## src/inc/pgc_cfg.svh

```systemverilog
// register indices, field positions, reset values of the packet generator/checker block
// assumes byte address = 4 * index on a 32-bit bus
`ifndef PGC_CFG_SVH
`define PGC_CFG_SVH

// ****************************************
// register indices
// ****************************************
`define PGC_IDX_PAY_LO   12'h625
`define PGC_IDX_PAY_MID  12'h626
`define PGC_IDX_PAY_HI   12'h627
`define PGC_IDX_DA_LO    12'h628
`define PGC_IDX_DA_MID   12'h629
`define PGC_IDX_DA_HI    12'h62A
`define PGC_IDX_FLAGS    12'h638
`define PGC_IDX_CNT_LO   12'h639
`define PGC_IDX_CNT_HI   12'h63A
`define PGC_IDX_ERR_CNT  12'h63B
`define PGC_IDX_CTRL     12'h640

// ****************************************
// fields and reset values
// ****************************************
`define PGC_FLAG_TX_BIT  0
`define PGC_FLAG_RX_BIT  1
`define PGC_CTRL_VLD_LSB 0
`define PGC_CTRL_VLD_MSB 2
`define PGC_CTRL_EN_BIT  3
`define PGC_RST_WORD     16'h0000
`define PGC_RST_VLD      3'h2
`define PGC_RST_EN       1'b1
`define PGC_MAX_VLD      3'h6
`define PGC_DA_BYTES     3'h6
`define PGC_FILL_BYTE    8'h00

`endif

```

## src/inc/pgc_pkg.sv

```systemverilog
// types shared by the packet generator/checker block
// assumes nothing of its surroundings
package pgc_pkg;
  typedef logic [15:0] pgc_word_t;
  typedef logic [7:0]  pgc_byte_t;
  typedef logic [2:0]  pgc_idx_t;
  typedef logic [47:0] pgc_pat_t;
  typedef enum logic [1:0] {
    PGC_SEQ_IDLE,
    PGC_SEQ_LOW,
    PGC_SEQ_HIGH
  } pgc_seq_e;
endpackage

```

## src/inc/pgc_pat_if.sv

```systemverilog
// link between register file and pattern byte source
// assumes one clock shared by both ends
`timescale 1ns/1ps
interface pgc_pat_if;
  import pgc_pkg::*;
  pgc_pat_t  pattern;
  pgc_idx_t  vld_bytes;
  logic      req;
  pgc_idx_t  idx;
  pgc_byte_t pat_byte;
  logic      byte_vld;
  logic      is_pat;
  modport ctrl (output pattern, output vld_bytes, output req, output idx,
                input pat_byte, input byte_vld, input is_pat);
  modport src  (input pattern, input vld_bytes, input req, input idx,
                output pat_byte, output byte_vld, output is_pat);
endinterface

```

## src/design/pgc_pat_src.sv

```systemverilog
// pattern byte source: returns one pattern or fill byte per request, one cycle later
// assumes clk_i/rst_i shared with the register file
`timescale 1ns/1ps
`include "pgc_cfg.svh"
module pgc_pat_src (
  // clock and reset
  input  wire logic clk_i,
  input  wire logic rst_i,
  // request and answer
  pgc_pat_if.src    pif
);
  import pgc_pkg::*;

  // ****************************************
  // valid byte limit
  // ****************************************
  pgc_idx_t eff_vld;
  always_comb begin
    eff_vld = (pif.vld_bytes > `PGC_MAX_VLD) ? `PGC_MAX_VLD : pif.vld_bytes;
  end

  // ****************************************
  // byte select
  // ****************************************
  always_ff @(posedge clk_i) begin
    if (rst_i) begin
      pif.pat_byte <= `PGC_FILL_BYTE;
      pif.byte_vld <= 1'b0;
      pif.is_pat   <= 1'b0;
    end else begin
      pif.byte_vld <= pif.req;
      if (pif.req) begin
        pif.is_pat <= (pif.idx < eff_vld);
        if (pif.idx < eff_vld) begin
          pif.pat_byte <= pif.pattern[{pif.idx, 3'b000} +: 8];
        end else begin
          pif.pat_byte <= `PGC_FILL_BYTE;
        end
      end
    end
  end

  a_vld_limit: assert property (@(posedge clk_i) disable iff (rst_i)
    pif.req && (pif.idx >= eff_vld) |=> !pif.is_pat && pif.pat_byte == `PGC_FILL_BYTE)
    else $error("pattern byte beyond valid count");
  a_pat_byte: assert property (@(posedge clk_i) disable iff (rst_i)
    pif.req && (pif.idx < eff_vld)
      |=> pif.is_pat && pif.pat_byte == $past(pif.pattern[{pif.idx, 3'b000} +: 8]))
    else $error("pattern byte mismatch");
endmodule

```

## src/design/pgc_top.sv

```systemverilog
// packet generator/checker configuration, status and transmit statistics
// assumes a classic Wishbone master and end-of-packet strobes from the datapath
`timescale 1ns/1ps
`include "pgc_cfg.svh"

// Function
// three read/write words hold 48-bit payload pattern, reset zero.
// three read/write words hold 48-bit match value compared to destination address.
// flag bit 1 shows whether last received copper line packet had CRC error.
// flag bit 0 shows whether last transmitted packet had CRC error.
// flag register bits 15 to 2 read as zero.
// low 16 bits of sent packet counter readable, reset zero.
// reading low, high, error count words consecutively clears all statistics.
// generator inserts zero to six pattern bytes; seven acts as six.
// upper 16 counter bits readable, cleared by the same read sequence.
// errored transmit packets counted in 16 bits, cleared by the sequence.
// sent counter increments per completed transmit packet while statistics enabled.
module pgc_top #(
  parameter int CNT_W = 32,
  parameter int ERR_W = 16
) (
  // clock and reset
  input  wire logic              clk_i,
  input  wire logic              rst_i,
  // wishbone slave
  input  wire logic              wb_cyc_i,
  input  wire logic              wb_stb_i,
  input  wire logic              wb_we_i,
  input  wire logic [13:0]       wb_adr_i,
  input  wire logic [3:0]        wb_sel_i,
  input  wire logic [31:0]       wb_dat_i,
  output logic      [31:0]       wb_dat_o,
  output logic                   wb_ack_o,
  // transmit path packet ends
  input  wire logic              tx_pkt_end_i,
  input  wire logic              tx_crc_bad_i,
  // receive path from copper line
  input  wire logic              rx_byte_vld_i,
  input  wire logic              rx_sof_i,
  input  wire pgc_pkg::pgc_byte_t rx_byte_i,
  input  wire logic              rx_pkt_end_i,
  input  wire logic              rx_crc_bad_i,
  // generator byte port
  input  wire logic              gen_req_i,
  input  wire pgc_pkg::pgc_idx_t gen_idx_i,
  output pgc_pkg::pgc_byte_t     gen_byte_o,
  output logic                   gen_byte_vld_o,
  output logic                   gen_is_pat_o,
  // destination address check
  output logic                   da_match_vld_o,
  output logic                   da_match_o
);
  import pgc_pkg::*;

  // ****************************************
  // state
  // ****************************************
  pgc_word_t        pay_r [3];
  pgc_word_t        da_r  [3];
  pgc_idx_t         vld_r;
  logic             en_r;
  logic             tx_bad_r;
  logic             rx_bad_r;
  logic [CNT_W-1:0] cnt_r;
  logic [ERR_W-1:0] err_r;
  pgc_seq_e         seq_r;
  logic             clr;
  logic [39:0]      da_sh_r;
  pgc_idx_t         da_cnt_r;
  pgc_pat_t         da_val;
  pgc_pat_t         pay_val;

  // ****************************************
  // bus decode
  // ****************************************
  logic      acc;
  logic      wr;
  logic      rd;
  logic [11:0] idx;
  pgc_word_t wdat;
  pgc_word_t wmask;

  always_comb begin
    acc   = wb_cyc_i && wb_stb_i && !wb_ack_o;
    wr    = acc && wb_we_i;
    rd    = acc && !wb_we_i;
    idx   = wb_adr_i[13:2];
    wdat  = wb_dat_i[15:0];
    wmask = {{8{wb_sel_i[1]}}, {8{wb_sel_i[0]}}};
  end

  always_ff @(posedge clk_i) begin
    if (rst_i) begin
      wb_ack_o <= 1'b0;
    end else begin
      wb_ack_o <= acc;
    end
  end

  // ****************************************
  // configuration registers
  // ****************************************
  always_ff @(posedge clk_i) begin
    if (rst_i) begin
      for (int i = 0; i < 3; i++) begin
        pay_r[i] <= `PGC_RST_WORD;
        da_r[i]  <= `PGC_RST_WORD;
      end
      vld_r <= `PGC_RST_VLD;
      en_r  <= `PGC_RST_EN;
    end else if (wr) begin
      if (idx == `PGC_IDX_PAY_LO) begin
        pay_r[0] <= (pay_r[0] & ~wmask) | (wdat & wmask);
      end else if (idx == `PGC_IDX_PAY_MID) begin
        pay_r[1] <= (pay_r[1] & ~wmask) | (wdat & wmask);
      end else if (idx == `PGC_IDX_PAY_HI) begin
        pay_r[2] <= (pay_r[2] & ~wmask) | (wdat & wmask);
      end else if (idx == `PGC_IDX_DA_LO) begin
        da_r[0] <= (da_r[0] & ~wmask) | (wdat & wmask);
      end else if (idx == `PGC_IDX_DA_MID) begin
        da_r[1] <= (da_r[1] & ~wmask) | (wdat & wmask);
      end else if (idx == `PGC_IDX_DA_HI) begin
        da_r[2] <= (da_r[2] & ~wmask) | (wdat & wmask);
      end else if (idx == `PGC_IDX_CTRL && wb_sel_i[0]) begin
        vld_r <= wdat[`PGC_CTRL_VLD_MSB:`PGC_CTRL_VLD_LSB];
        en_r  <= wdat[`PGC_CTRL_EN_BIT];
      end
    end
  end

  always_comb begin
    da_val  = {da_r[2], da_r[1], da_r[0]};
    pay_val = {pay_r[2], pay_r[1], pay_r[0]};
  end

  // ****************************************
  // read data
  // ****************************************
  always_ff @(posedge clk_i) begin
    if (rst_i) begin
      wb_dat_o <= 32'h0000_0000;
    end else if (rd) begin
      wb_dat_o <= 32'h0000_0000;
      if (idx == `PGC_IDX_PAY_LO) begin
        wb_dat_o[15:0] <= pay_r[0];
      end else if (idx == `PGC_IDX_PAY_MID) begin
        wb_dat_o[15:0] <= pay_r[1];
      end else if (idx == `PGC_IDX_PAY_HI) begin
        wb_dat_o[15:0] <= pay_r[2];
      end else if (idx == `PGC_IDX_DA_LO) begin
        wb_dat_o[15:0] <= da_r[0];
      end else if (idx == `PGC_IDX_DA_MID) begin
        wb_dat_o[15:0] <= da_r[1];
      end else if (idx == `PGC_IDX_DA_HI) begin
        wb_dat_o[15:0] <= da_r[2];
      end else if (idx == `PGC_IDX_FLAGS) begin
        wb_dat_o[`PGC_FLAG_RX_BIT] <= rx_bad_r;
        wb_dat_o[`PGC_FLAG_TX_BIT] <= tx_bad_r;
      end else if (idx == `PGC_IDX_CNT_LO) begin
        wb_dat_o[15:0] <= cnt_r[15:0];
      end else if (idx == `PGC_IDX_CNT_HI) begin
        wb_dat_o[15:0] <= cnt_r[31:16];
      end else if (idx == `PGC_IDX_ERR_CNT) begin
        wb_dat_o[15:0] <= err_r[15:0];
      end else if (idx == `PGC_IDX_CTRL) begin
        wb_dat_o[`PGC_CTRL_VLD_MSB:`PGC_CTRL_VLD_LSB] <= vld_r;
        wb_dat_o[`PGC_CTRL_EN_BIT] <= en_r;
      end
    end
  end

  // ****************************************
  // statistics read sequence
  // ****************************************
  always_comb begin
    clr = rd && idx == `PGC_IDX_ERR_CNT && seq_r == PGC_SEQ_HIGH;
  end

  always_ff @(posedge clk_i) begin
    if (rst_i) begin
      seq_r <= PGC_SEQ_IDLE;
    end else if (acc) begin
      case (seq_r)
        PGC_SEQ_LOW: begin
          seq_r <= (rd && idx == `PGC_IDX_CNT_HI) ? PGC_SEQ_HIGH : PGC_SEQ_IDLE;
        end
        default: begin
          seq_r <= (rd && idx == `PGC_IDX_CNT_LO) ? PGC_SEQ_LOW : PGC_SEQ_IDLE;
        end
      endcase
      if (rd && idx == `PGC_IDX_CNT_LO) begin
        seq_r <= PGC_SEQ_LOW;
      end
    end
  end

  // ****************************************
  // counters, a packet in the clear cycle survives
  // ****************************************
  always_ff @(posedge clk_i) begin
    if (rst_i) begin
      cnt_r <= '0;
    end else if (clr) begin
      cnt_r <= (tx_pkt_end_i && en_r) ? CNT_W'(1) : '0;
    end else if (tx_pkt_end_i && en_r) begin
      cnt_r <= cnt_r + CNT_W'(1);
    end
  end

  always_ff @(posedge clk_i) begin
    if (rst_i) begin
      err_r <= '0;
    end else if (clr) begin
      err_r <= (tx_pkt_end_i && tx_crc_bad_i && en_r) ? ERR_W'(1) : '0;
    end else if (tx_pkt_end_i && tx_crc_bad_i && en_r) begin
      err_r <= err_r + ERR_W'(1);
    end
  end

  // ****************************************
  // checksum flags
  // ****************************************
  always_ff @(posedge clk_i) begin
    if (rst_i) begin
      tx_bad_r <= 1'b0;
      rx_bad_r <= 1'b0;
    end else begin
      if (tx_pkt_end_i) begin
        tx_bad_r <= tx_crc_bad_i;
      end
      if (rx_pkt_end_i) begin
        rx_bad_r <= rx_crc_bad_i;
      end
    end
  end

  // ****************************************
  // destination address match
  // ****************************************
  always_ff @(posedge clk_i) begin
    if (rst_i) begin
      da_sh_r        <= 40'h00_0000_0000;
      da_cnt_r       <= `PGC_DA_BYTES;
      da_match_vld_o <= 1'b0;
      da_match_o     <= 1'b0;
    end else begin
      da_match_vld_o <= 1'b0;
      if (rx_byte_vld_i && rx_sof_i) begin
        da_sh_r  <= {32'h0000_0000, rx_byte_i};
        da_cnt_r <= 3'h1;
      end else if (rx_byte_vld_i && da_cnt_r < `PGC_DA_BYTES) begin
        da_sh_r  <= {da_sh_r[31:0], rx_byte_i};
        da_cnt_r <= da_cnt_r + 3'h1;
        if (da_cnt_r == `PGC_DA_BYTES - 3'h1) begin
          da_match_vld_o <= 1'b1;
          da_match_o     <= ({da_sh_r, rx_byte_i} == da_val);
        end
      end
    end
  end

  // ****************************************
  // pattern byte source
  // ****************************************
  pgc_pat_if pif ();

  always_comb begin
    pif.pattern   = pay_val;
    pif.vld_bytes = vld_r;
    pif.req       = gen_req_i;
    pif.idx       = gen_idx_i;
  end

  pgc_pat_src u_pat_src (
    .clk_i (clk_i),
    .rst_i (rst_i),
    .pif   (pif.src)
  );

  assign gen_byte_o     = pif.pat_byte;
  assign gen_byte_vld_o = pif.byte_vld;
  assign gen_is_pat_o   = pif.is_pat;

  // ****************************************
  // checks
  // ****************************************
  a_pay_write: assert property (@(posedge clk_i) disable iff (rst_i)
    wr && idx == `PGC_IDX_PAY_MID && wb_sel_i[1:0] == 2'b11 |=> pay_r[1] == $past(wdat))
    else $error("payload word not written");
  a_da_write: assert property (@(posedge clk_i) disable iff (rst_i)
    wr && idx == `PGC_IDX_DA_HI && wb_sel_i[1:0] == 2'b11 |=> da_r[2] == $past(wdat))
    else $error("match word not written");
  a_rx_flag: assert property (@(posedge clk_i) disable iff (rst_i)
    rx_pkt_end_i |=> rx_bad_r == $past(rx_crc_bad_i) ##1 ($past(rx_pkt_end_i) || $stable(rx_bad_r)))
    else $error("rx checksum flag wrong");
  a_tx_flag: assert property (@(posedge clk_i) disable iff (rst_i)
    rd && idx == `PGC_IDX_FLAGS |=> wb_ack_o && wb_dat_o[`PGC_FLAG_TX_BIT] == $past(tx_bad_r))
    else $error("tx checksum flag wrong");
  a_rsvd_zero: assert property (@(posedge clk_i) disable iff (rst_i)
    rd && idx == `PGC_IDX_FLAGS |=> wb_dat_o[31:2] == 30'h0000_0000)
    else $error("reserved flag bits not zero");
  a_cnt_step: assert property (@(posedge clk_i) disable iff (rst_i)
    tx_pkt_end_i && en_r && !clr |=> cnt_r == $past(cnt_r) + CNT_W'(1))
    else $error("sent counter did not step");
  a_seq_clear: assert property (@(posedge clk_i) disable iff (rst_i)
    rd && idx == `PGC_IDX_CNT_LO ##1 !acc [*2] ##1 rd && idx == `PGC_IDX_CNT_HI
      ##1 !acc [*2] ##1 rd && idx == `PGC_IDX_ERR_CNT && !tx_pkt_end_i
      |=> cnt_r == '0 && err_r == '0)
    else $error("read sequence did not clear");
  a_err_step: assert property (@(posedge clk_i) disable iff (rst_i)
    tx_pkt_end_i && !tx_crc_bad_i && !clr |=> err_r == $past(err_r))
    else $error("error counter moved on good packet");
  a_da_result: assert property (@(posedge clk_i) disable iff (rst_i)
    rx_byte_vld_i && !rx_sof_i && da_cnt_r == 3'h5
      |=> da_match_vld_o && da_match_o == ($past({da_sh_r, rx_byte_i}) == da_val))
    else $error("destination address compare wrong");
endmodule

```

## config.mk

```make
export PLATFORM = sky130hd
export DESIGN_NAME = pgc_top
export DESIGN_NICKNAME = d
export VERILOG_FILES = /design/src/inc/pgc_pkg.sv /design/src/inc/pgc_pat_if.sv /design/src/design/pgc_pat_src.sv /design/src/design/pgc_top.sv
export VERILOG_INCLUDE_DIRS = /design/src /design/src/inc
export SDC_FILE = /design/constraint.sdc
export NUM_CORES = 1
export LEC_CHECK = 0
export ABC_CLOCK_PERIOD_IN_PS = 3970
export BUFFER_PORTS_ARGS = -buffer_cell sky130_fd_sc_hd__buf_4
export CAP_MARGIN = 15
export CELL_PAD_IN_SITES_DETAIL_PLACEMENT = 0
export CELL_PAD_IN_SITES_GLOBAL_PLACEMENT = 1
export CORE_ASPECT_RATIO = 0.7
export CORE_MARGIN = 2
export CORE_UTILIZATION = 45
export CTS_BUF_LIST = sky130_fd_sc_hd__clkbuf_2
export CTS_CLUSTER_DIAMETER = 30
export DETAILED_ROUTE_END_ITERATION = 6
export GPL_ROUTABILITY_DRIVEN = 1
export PLACE_DENSITY_LB_ADDON = 0.1
export SYNTH_ARGS = -nofsm -noshare
export SYNTH_HDL_FRONTEND = slang
export SYNTH_HIERARCHICAL = 1
export SYNTH_SLANG_ARGS = --single-unit
export TNS_END_PERCENT = 5
```

## constraint.sdc

```tcl
create_clock -name clk_i -period 3.97 [get_ports clk_i]
set_clock_uncertainty 0.15 [all_clocks]
set_input_delay 0.9925 -clock clk_i [delete_from_list [all_inputs] [get_ports clk_i]]
set_output_delay 0.9925 -clock clk_i [all_outputs]
set_load 0.02 [all_outputs]
```

==> impl_metrics.env <==
export IMPL_die_x_um=197.7
export IMPL_syn_inst=1245
export IMPL_grt_pass1_wl_um=55080
export IMPL_clkTransAtPathRegs_ns=0.12
export IMPL_power_clock_fraction=0.348
export IMPL_postCtsSetupBuffers=0
export IMPL_synth_top_flop_cell="dfxtp_1"
export IMPL_path_cells="buf_4"
export IMPL_synth_cell_types=62
export IMPL_htreeDepth=2
export IMPL_pwr_share_comb=0.110
export IMPL_clockRootBuffer="clkbuf_2"
export IMPL_wirelength_um=36260
export IMPL_wire_per_inst_um=21.32
export IMPL_fmax_mhz=384.4
export IMPL_required_ns=2.83
export IMPL_relSlewSlack=0.3979
export IMPL_ys_seq_area_frac=0.4607
export IMPL_place_congestion=0.8222
export IMPL_p_int_uw=3255
export IMPL_worst_setup_path_type="flip-flop to output port"
export IMPL_power_density_nw_per_um2=354.3
export IMPL_post_drt_via_cell_ratio=5.635
export IMPL_cts_resized=0
export IMPL_synth_compound_gate_area_share=0.1432
export IMPL_via_count=9585
export IMPL_pwr_share_seq=0.542
export IMPL_ys_warnings_count=6
export IMPL_synthSimpleGateAreaFrac=0.2033
export IMPL_drc=0
export IMPL_holdPathStages=3
export IMPL_synth_edff_count=96
export IMPL_cts_tree="built"
export IMPL_synth_top_family_by_area="simple AND/OR/NAND/NOR gates"
export IMPL_fin_util=0.5086
export IMPL_finalSetupTns_ns=0
export IMPL_cts_buffers=59
export IMPL_grtUsageTotal=0.2637
export IMPL_floorplan_rows=49
export IMPL_dieArea_um2=27600
export IMPL_io_buffers=81
export IMPL_hold_path_class="input pin to flip-flop"
export IMPL_slowest_stage="dfxtp_1"
export IMPL_synthTopCellsByArea="edfxtp_1 (24%), dfxtp_1 (22%), a21oi_1 (6.4%), nand2b_1 (5.8%), nand2_1 (4.9%)"
export IMPL_max_cap_violations=0
export IMPL_max_clock_path_buffers=3
export IMPL_max_stage_delay_ns=0.40
export IMPL_power_share_switching=0.2983
export IMPL_cp_top_family="flip-flops"
export IMPL_drtPass1Iterations=5
export IMPL_cp_num_buf_inv=1
export IMPL_dp_hpwl_um=25190
export IMPL_synth_xor_area_frac=0.06818
export IMPL_endpoint_kind="output port"
export IMPL_ant_nets=0
export IMPL_cellLeakagePower_uw=0.004759
export IMPL_num_fill_cells=2480
export IMPL_cp_max_fo=2
export IMPL_ys_seq_elements=224
export IMPL_drv_slew=0
export IMPL_synth_top_cell_area_share=0.2439
export IMPL_status="completed"
export IMPL_ioPinCount=118
export IMPL_hp_start="rx_byte_i[0]"
export IMPL_cts_sinks=224
export IMPL_synthAdderAreaFrac=0.006352
export IMPL_cts_hold_buf=0
export IMPL_hold_violations=0
export IMPL_timing_rr_start="en_r"
export IMPL_post_route_period_util=0.6553
export IMPL_crit_arrival_ns=1.46
export IMPL_hold_end="da_sh_r[0]"
export IMPL_syn_to_final_growth_pct=10.81
export IMPL_nets=1406
export IMPL_die_y_um=139.6
export IMPL_ff2ff_path_depth=5
export IMPL_start_kind="flip-flop"
export IMPL_synth_area_um2=11820
export IMPL_regToRegSetupSlack_ns=1.58
export IMPL_overflow=0
export IMPL_grt_pass1_vias=8920
export IMPL_synth_area_per_cell_um2=9.493
export IMPL_yosys_area_top_type="edfxtp_1"
export IMPL_period_minus_slack_ns=2.602
export IMPL_setup_viol=0
export IMPL_grt_max_degree=58
export IMPL_rsz0062_at_grt="no"
export IMPL_p_sw_uw=1384
export IMPL_coreArea_um2=25750
export IMPL_insertion_delay_ns=0.91
export IMPL_tightest_slew_ns=0.8957
export IMPL_peakVddDrop_v=0.0001750
export IMPL_antenna_found_initial=1
export IMPL_drt_iter0_markers=977
export IMPL_synthMuxAreaShare=0.07051
export IMPL_regToRegEndpoint="err_r[13]"
export IMPL_initial_utilization=0.4590
export IMPL_async_reset_ff_frac=0
export IMPL_drive_gt1_frac=0.1980
[worst max path at each step]
stage / startpoint / to / slack [ns] / cells after the start
finish: wb_dat_o[3] / wb_dat_o[3] / 1.37 / 1
CTS: wb_dat_o[3] / wb_dat_o[3] / 1.30 / 1
global placement: wb_adr_i[3] / wb_dat_o[15] / 0.66 / 7
global route: wb_dat_o[3] / wb_dat_o[3] / 1.27 / 1
detailed placement: wb_adr_i[10] / pay_r[0][17] / 0.60 / 6
floorplan: wb_adr_i[10] / pay_r[0][32] / 0.28 / 5
[layer usage]
layer	global-route usage	up-vias	part of all wire	wire (um)
met2	0.3527	351	0.40	14350
met1	0.4203	4606	0.51	18400
met4	0.05461	0	0.013	456
met3	0.06641	47	0.084	3057
li1	-	4581	-	-
met5	0	-	0	0
[power groups by stage]
stage / combinational, uW / sequential, uW / clock, uW
final: 512 / 2510 / 1620
after CTS: 508 / 2510 / 1660
after floorplan: 314 / 2560 / 0
after detailed placement: 505 / 2560 / 0
after global placement: 505 / 2560 / 0
after global routing: 554 / 2520 / 1790
[synthesized netlist by cell type (2+ instances only)]
| library cell | n |
|---|---|
| nand3_1 | 24 |
| mux2_2 | 29 |
| a31oi_1 | 4 |
| a22o_1 | 2 |
| nor4_1 | 9 |
| nor2b_1 | 9 |
| nor3_1 | 15 |
| and2_1 | 3 |
| or2_2 | 2 |
| nor2_1 | 80 |
| xor2_1 | 28 |
| and4b_1 | 2 |
| inv_1 | 10 |
| o221ai_1 | 12 |
| o21ai_0 | 35 |
| buf_4 | 19 |
| buf_1 | 5 |
| mux4_1 | 7 |
| nand2b_1 | 109 |
| a21oi_2 | 20 |
| buf_6 | 6 |
| ha_1 | 6 |
| nand2_1 | 155 |
| and4_1 | 8 |
| buf_2 | 15 |
| mux2i_1 | 30 |
| clkbuf_1 | 53 |
| and3_1 | 9 |
| nand4_1 | 25 |
| o31ai_1 | 4 |
| a211oi_1 | 11 |
| xnor2_1 | 64 |
| or3_1 | 4 |
| dfxtp_1 | 128 |
| a32o_1 | 2 |
| a21oi_1 | 152 |
| a22oi_1 | 29 |
| edfxtp_1 | 96 |
[sequential cells by signal, indices dropped and copies added, names as in the netlist, 2 cells and up]
name,flops
cnt_r,32
err_r,16
da_cnt_r,3
da_sh_r,40
seq_r,2
u_pat_src/pif.pat_byte,8
pay_r,48
pif.vld_bytes,3
wb_dat_o,16
da_r,48
[kinds of logic (layout without fill, tap and decap cells)]
| group | count (synthesis) | count (layout) |
|---|---|---|
| AOI/OAI and AO/OA | 279 | 279 |
| xor gates and xnor gates | 92 | 92 |
| adders and majority gates | 6 | 6 |
| buffers and inverters | 109 | 218 |
| DFF | 224 | 224 |
| muxes | 67 | 67 |
| other | 1 | 17 |
| and+or+nand+nor | 467 | 467 |
[placed cells by master (no fill, tap or decap), types with 7 or more instances in the layout]
master    instances
mux4_1            7
inv_1            10
mux2i_1          30
nor2_1           79
o221ai_1         12
conb_1           16
edfxtp_1         96
nand2_1         155
nor2b_1           8
a21oi_1         152
nand3_1          24
a211oi_1         11
xor2_1           28
buf_4           105
and4_1            8
nor3_1           15
a21oi_2          20
xnor2_1          64
dfxtp_1         128
and3_1            9
o21ai_0          35
nand2b_1        109
mux2_2           29
nor4_1            8
clkbuf_2         94
nand4_1          25
a22oi_1          29
[stage by stage]
stage                     worst slack, ns  instances  hold slack, ns  cell area [um2]  power, uW
after floorplan                    0.2802       1260          0.2955            11880       2872
after global placement             0.6618       1597          0.3048            12590       3069
after detailed placement           0.6046       1597          0.3114            12590       3070
after CTS                           1.301       1700          0.1252            13090       4684
after global routing                1.271       1701          0.1330            13100       4865
final                               1.368       1701          0.1986            13100       4639
[cell type report]
type	count	area, um2	share of cell area
sequential	224	5445	0.4158
inverter	10	37.54	0.002866
multi-input combinational	927	5901	0.4506
antenna	1	2.502	0.0001911
clock inverter	9	37.54	0.002866
tap	331	414.1	0.03162
timing repair buffer	105	788.3	0.06019
clock buffer	94	470.5	0.03592
[worst min-delay path: stages]
cell	delay, ns
buf_4	0.12
nand2_1	0.05
a21oi_1	0.05
Note: power is estimated with default switching activity, not from simulation.
